<file path="src/include/pmcap_pkg.sv">
// package with offsets, field layouts, reset values and carrier types of the power-management capability
package pmcap_pkg;

	// ==========================================================
	// configuration byte offsets
	localparam logic [7:0] CAP_ID_OFFSET = 8'h50;
	localparam logic [7:0] NEXT_PTR_OFFSET = 8'h51;
	localparam logic [7:0] CAPS_OFFSET = 8'h52;
	localparam logic [7:0] CTRL_STATUS_OFFSET = 8'h54;

	// dword indices seen on the config port (offset bits 7:2)
	localparam logic [5:0] DW_CAP = CAP_ID_OFFSET[7:2];
	localparam logic [5:0] DW_CTRL = CTRL_STATUS_OFFSET[7:2];

	// ==========================================================
	// fixed values and reset values
	localparam logic [7:0] CAP_ID_VALUE = 8'h01;
	localparam logic [7:0] NEXT_PTR_VALUE = 8'h60;
	localparam logic [4:0] WAKE_SOURCE_STATES_VALUE = 5'h00;
	localparam logic [2:0] AUX_CURRENT_VALUE = 3'h0;
	localparam logic [2:0] REVISION_BASE = 3'h2;
	localparam logic [2:0] REVISION_SELECTED = 3'h3;
	localparam logic [15:0] CAPS_RESET = 16'h0603;
	localparam logic [15:0] CTRL_STATUS_RESET = 16'h0008;
	localparam logic WAKE_ENABLE_RESET = 1'b0;

	// ==========================================================
	// field positions
	localparam int CAPS_WAKE_SRC_LSB = 11;
	localparam int CAPS_LOW2_BIT = 10;
	localparam int CAPS_LOW1_BIT = 9;
	localparam int CAPS_AUX_LSB = 6;
	localparam int CAPS_DSI_BIT = 5;
	localparam int CAPS_WAKE_CLK_BIT = 3;
	localparam int CAPS_REV_LSB = 0;
	localparam int CS_STATE_LSB = 0;
	localparam int CS_NO_SOFT_RESET_BIT = 3;
	localparam int CS_SCRATCH_BIT = 8;
	localparam int CS_WAKE_STATUS_BIT = 15;

	// ==========================================================
	// power states
	typedef enum logic [1:0] {
		PS_FULL_ON = 2'b00,
		PS_LOW1 = 2'b01,
		PS_LOW2 = 2'b10,
		PS_HOT_OFF = 2'b11
	} pmcap_power_state_e;

	// configuration access request
	typedef struct packed {
		logic rd;
		logic wr;
		logic [5:0] dwAddr;
		logic [3:0] byteEn;
		logic [31:0] wrData;
	} pmcap_cfg_req_s;

endpackage : pmcap_pkg

</file>
<file path="src/rtl/pmcap_word_compose.sv">
// combinational assembly of the capabilities word and the control/status readback
`timescale 1ns/1ps

module pmcap_word_compose
	import pmcap_pkg::*;
(
	// control inputs
	input wire logic revisionSelect,
	input wire pmcap_power_state_e powerState,
	input wire logic wakeEnableScratch,
	// assembled words
	output logic [15:0] capsWord,
	output logic [15:0] ctrlStatusWord
);

	// ==========================================================
	// capabilities word
	wire logic [2:0] revision = revisionSelect ? REVISION_SELECTED : REVISION_BASE;

	// constant fields are wired, never stored, so no write can reach them
	assign capsWord = {WAKE_SOURCE_STATES_VALUE,
		1'b1,
		1'b1,
		AUX_CURRENT_VALUE,
		1'b0,
		1'b0,
		1'b0,
		revision};

	// ==========================================================
	// control/status: wake status, data scale/select and reserved read zero
	assign ctrlStatusWord = {7'h00,
		wakeEnableScratch,
		4'h0,
		revisionSelect,
		1'b0,
		powerState};

endmodule : pmcap_word_compose

</file>
<file path="src/rtl/pmcap_regs.sv">
// power-management capability registers in configuration space
//
// Contract
// - capability identifier at 50h is read-only and returns 01h.
// - next pointer at 51h is read-only and returns 60h.
// - capabilities bits 15:11 read all zeros.
// - capabilities bit 10 always reads one.
// - capabilities bit 9 always reads one.
// - capabilities bits 8:6 read zero.
// - capabilities bit 5 reads zero.
// - capabilities reserved bit 4 reads zero.
// - capabilities bit 3 reads zero.
// - revision field is 010b or 011b following the revision-select bit.
// - capabilities word is read-only, 0603h at default with revision-select set.
// - hot-off to fully-on transition causes no internal reset.
// - control/status mixes read-only and writable fields, resets to 0008h with revision-select set, 0000h with it clear.
// - power-state bits 1:0 writable: 00 on, 01/10 intermediate, 11 hot-off.
// - control/status bit 3 reads the revision-select bit.
// - control/status bit 8 is a writable scratch bit, default zero.
// - control/status bits 15:9, 7:4 and 2 read zero.
`timescale 1ns/1ps

module pmcap_regs
	import pmcap_pkg::*;
(
	// clock and reset
	input wire logic clk,
	input wire logic rst,
	// configuration access
	input wire pmcap_cfg_req_s cfgReq,
	output logic [31:0] cfgRdData,
	output logic cfgRdValid,
	// general-control revision select, same clock domain
	input wire logic revisionSelect,
	// state to the rest of the device
	output pmcap_power_state_e powerState,
	output logic wakeEnableScratch
);

	// ==========================================================
	// address decode
	wire logic hitCap;
	wire logic hitCtrl;
	assign hitCap = (cfgReq.dwAddr == DW_CAP);
	assign hitCtrl = (cfgReq.dwAddr == DW_CTRL);

	// only the low two bytes of the control dword carry writable bits
	wire logic wrState;
	wire logic wrScratch;
	assign wrState = cfgReq.wr && hitCtrl && cfgReq.byteEn[0];
	assign wrScratch = cfgReq.wr && hitCtrl && cfgReq.byteEn[1];

	// ==========================================================
	// read-value assembly
	logic [15:0] capsWord;
	logic [15:0] ctrlStatusWord;

	pmcap_word_compose u_compose (
		.revisionSelect(revisionSelect),
		.powerState(powerState),
		.wakeEnableScratch(wakeEnableScratch),
		.capsWord(capsWord),
		.ctrlStatusWord(ctrlStatusWord)
	);

	// dword at 50h packs identifier, next pointer and capabilities word
	wire logic [31:0] capDword;
	wire logic [31:0] ctrlDword;
	assign capDword = {capsWord, NEXT_PTR_VALUE, CAP_ID_VALUE};
	// bridge-extension and data bytes are outside this block and read zero here
	assign ctrlDword = {16'h0000, ctrlStatusWord};

	// unmapped dwords answer zero so a stray probe ends the capability walk cleanly
	wire logic [31:0] next_cfgRdData;
	assign next_cfgRdData = hitCap ? capDword : (hitCtrl ? ctrlDword : 32'h0000_0000);

	// ==========================================================
	// writable state
	wire pmcap_power_state_e next_powerState;
	wire logic next_wakeEnableScratch;
	// every encoding is a supported state, so any written value is taken
	assign next_powerState = wrState ? pmcap_power_state_e'(cfgReq.wrData[1:0]) : powerState;
	assign next_wakeEnableScratch = wrScratch ? cfgReq.wrData[CS_SCRATCH_BIT] : wakeEnableScratch;

	// power state and scratch: only rst clears them, a state change never does
	always_ff @(posedge clk) begin
		if (rst) begin
			powerState <= PS_FULL_ON;
			wakeEnableScratch <= WAKE_ENABLE_RESET;
		end else begin
			powerState <= next_powerState;
			wakeEnableScratch <= next_wakeEnableScratch;
		end
	end

	// read answer: one cycle after the request, old value if written alongside
	always_ff @(posedge clk) begin
		if (rst) begin
			cfgRdData <= 32'h0000_0000;
			cfgRdValid <= 1'b0;
		end else begin
			cfgRdData <= cfgReq.rd ? next_cfgRdData : cfgRdData;
			cfgRdValid <= cfgReq.rd;
		end
	end
endmodule : pmcap_regs

</file>
<file path="config.mk">
export PLATFORM = sky130hd
export DESIGN_NAME = pmcap_regs
export DESIGN_NICKNAME = d
export VERILOG_FILES = /design/src/include/pmcap_pkg.sv /design/src/rtl/pmcap_word_compose.sv /design/src/rtl/pmcap_regs.sv
export SDC_FILE = /design/constraint.sdc
export NUM_CORES = 1
export LEC_CHECK = 0
export BUFFER_PORTS_ARGS = -buffer_cell sky130_fd_sc_hd__buf_2
export CAP_MARGIN = 20
export CORE_MARGIN = 1
export CORE_UTILIZATION = 31
export CTS_CLUSTER_SIZE = 20
export DETAILED_ROUTE_END_ITERATION = 10
export PLACE_DENSITY = 0.78
export SKIP_LAST_GASP = 1
export SYNTH_ARGS = -nofsm -noshare
export SYNTH_HDL_FRONTEND = slang
export SYNTH_SLANG_ARGS = --single-unit
</file>
<file path="constraint.sdc">
create_clock -name clk -period 1.1 [get_ports clk]
set_input_delay 0.11 -clock clk [delete_from_list [all_inputs] [get_ports clk]]
set_output_delay 0.11 -clock clk [all_outputs]
set_load 0.05 [all_outputs]
</file>
==> flow_summary.ini <==
[hold_path]
hold_path_startpoint = cfgReq[1]
hold_path_class = in -> reg
hold_end = powerState[1]
whs_path_depth = 2

[sta]
hold_violations = 0
final_min_period_over_clock_period_pct = 95.0
skew_ns = 0.000238
setup_tns_ns = 0
drv_slew = 0
rsz0062_at_grt = yes
setup_slack_ns = 0.0550
hold_slack_ns = 0.0688
setup_viol = 0
post-route-min-period_ns = 1.04
fmax_mhz = 957

[cts]
clk_path_buf_depth = 2
tritoncts = done
cts_sinks = 10
cts_root_buf = clkbuf_4
clock_latency_ns = 0.26
numCtsBuffers = 3
clkSlewWorstSetupHoldPaths_ns = 0.06
htreeDepth = 1
postCtsHoldBufs = 0

[routing]
via_per_inst = 4.25
drtIter0Drc = 12
routed_wl_um = 1150
drtPass1Iterations = 5
drcViolationCount = 0
wl_per_cell_um = 9.26
vias = 527
final_antenna_net_count = 0

[floorplan]
die_w_um = 47.9
initial_core_util_pct = 33.3
core_um2 = 1960
dieArea_um2 = 2290
fp-row-count = 16
die_h_um = 47.9
ios = 83

[grt]
grt_pass1_wl_um = 1660
grt_pass1_vias = 403
grt_use_total_pct = 10.5
antenna_found_initial = 0
grt_max_degree = 13
grt.overflow.total = 0

[yosys]
netlist.area_leader.share_pct = 30.7
yosysUniqueCellTypes = 24
synth-edff-count = 0
synth_top_area_cell = dfxtp_1
yosys-top-cells-area = dfxtp_1 31%, buf_4 30%, o32ai_1 4.0%
synth-seq-cells = 10
syn_avg_cell_area_um2 = 9.07
ys.flop_type = dfxtp_1
syn_inst = 72
async_reset_ff_share_pct = 0
synth.most_common_cell = buf_4
syn-cell-area_um2 = 653
synth_commonest_cells = 26 x buf_4, 10 x dfxtp_1, 6 x inv_1, 3 x nand2b_1, 3 x o32ai_1
yosysWarnings = 0
ys_seq_area_share_pct = 30.7

[setup_path]
worstPathRequired_ns = 0.99
critPathArrivalTime_ns = 0.93
crit_path_cell_trace = clkbuf_4
r2r-start = powerState[1]
worst_path_max_delay_cell = dfxtp_1
r2r_slack_ns = 0.33
max_stage_delay_ns = 0.40
reg2regPathDepth = 3
path_class = reg -> out
critPathBufInv = 1
cp-end-kind = output port
critPathLaunchType = flip-flop
worstPathMaxFanout = 6
cp_top_family = flip-flops
worstReg2RegEnd = powerState[1]

[finish]
nFillCells = 217
layout.cells.non_filler = 124
final_cell_area_um2 = 741
antennaDiodeCount = 0
fin_util_pct = 37.8
final_layout_size_suffix_gt1_share_pct = 39.2
num-nets-final = 146
area_growth_pct = 13.4

[place]
routabilityCongestion = 0.749
dp_hpwl_um = 949
dpl_cell_area_um2 = 706
portBuffers = 29
place_ws_ns = 0.0736
dp.cells = 121

[flow_run]
cap_violations = 0

[power]
p_total_mw = 0.861
cellLeakagePower_nw = 0.376
ir_drop_uv = 574
pwr_density_cell_nw_per_um2 = 1160

[outcome]
status = finished clean
[kinds of logic after synthesis]
kind of cell	Yosys count	share of synthesized area [%]
buffers and inverters	34	34.9
flip-flops	10	30.7
AND/OR/NAND/NOR	14	18.2
other	1	0.574
AO/OA/AOI/OAI	13	15.7
[power breakdown]
group          total, mW  switching, mW  leakage (nW)  internal, mW
registers          0.366       0.000870        0.0808         0.365
clock network      0.249          0.122        0.0138         0.126
logic              0.246          0.210         0.281        0.0363
total              0.861          0.333         0.376         0.527
[metal layers]
metal / up-vias / track usage [%] / routed length [um]
met2: 36 / 17.6 / 559
li1: 251 / - / -
met3: 3 / 3.02 / 121
met1: 237 / 12.2 / 446
met5: - / 0 / 0
met4: 0 / 5.00 / 20
[worst max-delay path by stage]
stage	depth (start not counted)	startpoint	to	slack, ns
CTS	1	cfgRdData[25]	cfgRdData[25]	0.03
finish	1	cfgRdData[25]	cfgRdData[26]	0.06
floorplan	3	powerState[0]	powerState[0]	0.006
detailed placement	4	cfgReq[41]	cfgRdData[16]	0.07
global route	1	cfgRdData[25]	cfgRdData[26]	-0.02
global placement	4	cfgReq[41]	cfgRdData[16]	0.09
[cell usage in the layout (no fill, tap or decap)]
master    Yosys  final
buf_2         2     24
nand3_1       1      1
nor3b_4       1      1
nand4_1       1      1
nand2b_1      3      3
nor2b_1       2      2
clkbuf_4      0      7
o41ai_1       1      1
inv_1         6      6
a311oi_1      1      1
conb_1        1     22
and4b_4       1      1
nand4b_1      1      1
and4bb_2      1      1
a31oi_1       1      1
and3_2        1      1
nand3b_1      2      2
o32ai_1       3      3
a21o_1        1      1
a41o_1        1      1
dfxtp_1      10     10
a21oi_1       2      2
buf_4        26      1
a31o_2        2      2
o31ai_1       1      1
[final cells by class]
type                    count  area (um^2)  share of cell area (%)
well taps                  27         33.8                    4.56
inverters                   6         22.5                    3.04
flip-flops and latches     10          200                    27.0
multi-input cells          49          304                    41.0
clock buffers               3         22.5                    3.04
repair buffers             29          158                    21.3
[flip-flops by register name, summed over array words and instances (netlist names)]
signal	flops
cfgRdValid	1
powerState	2
wakeEnableScratch	1
cfgRdData	6
[timing repair]
item	4_1_cts	5_1_grt
gates resized for setup	0	6
setup endpoints to repair	0	5
buffers inserted	0	0
Power figures use the tool's default switching activity.
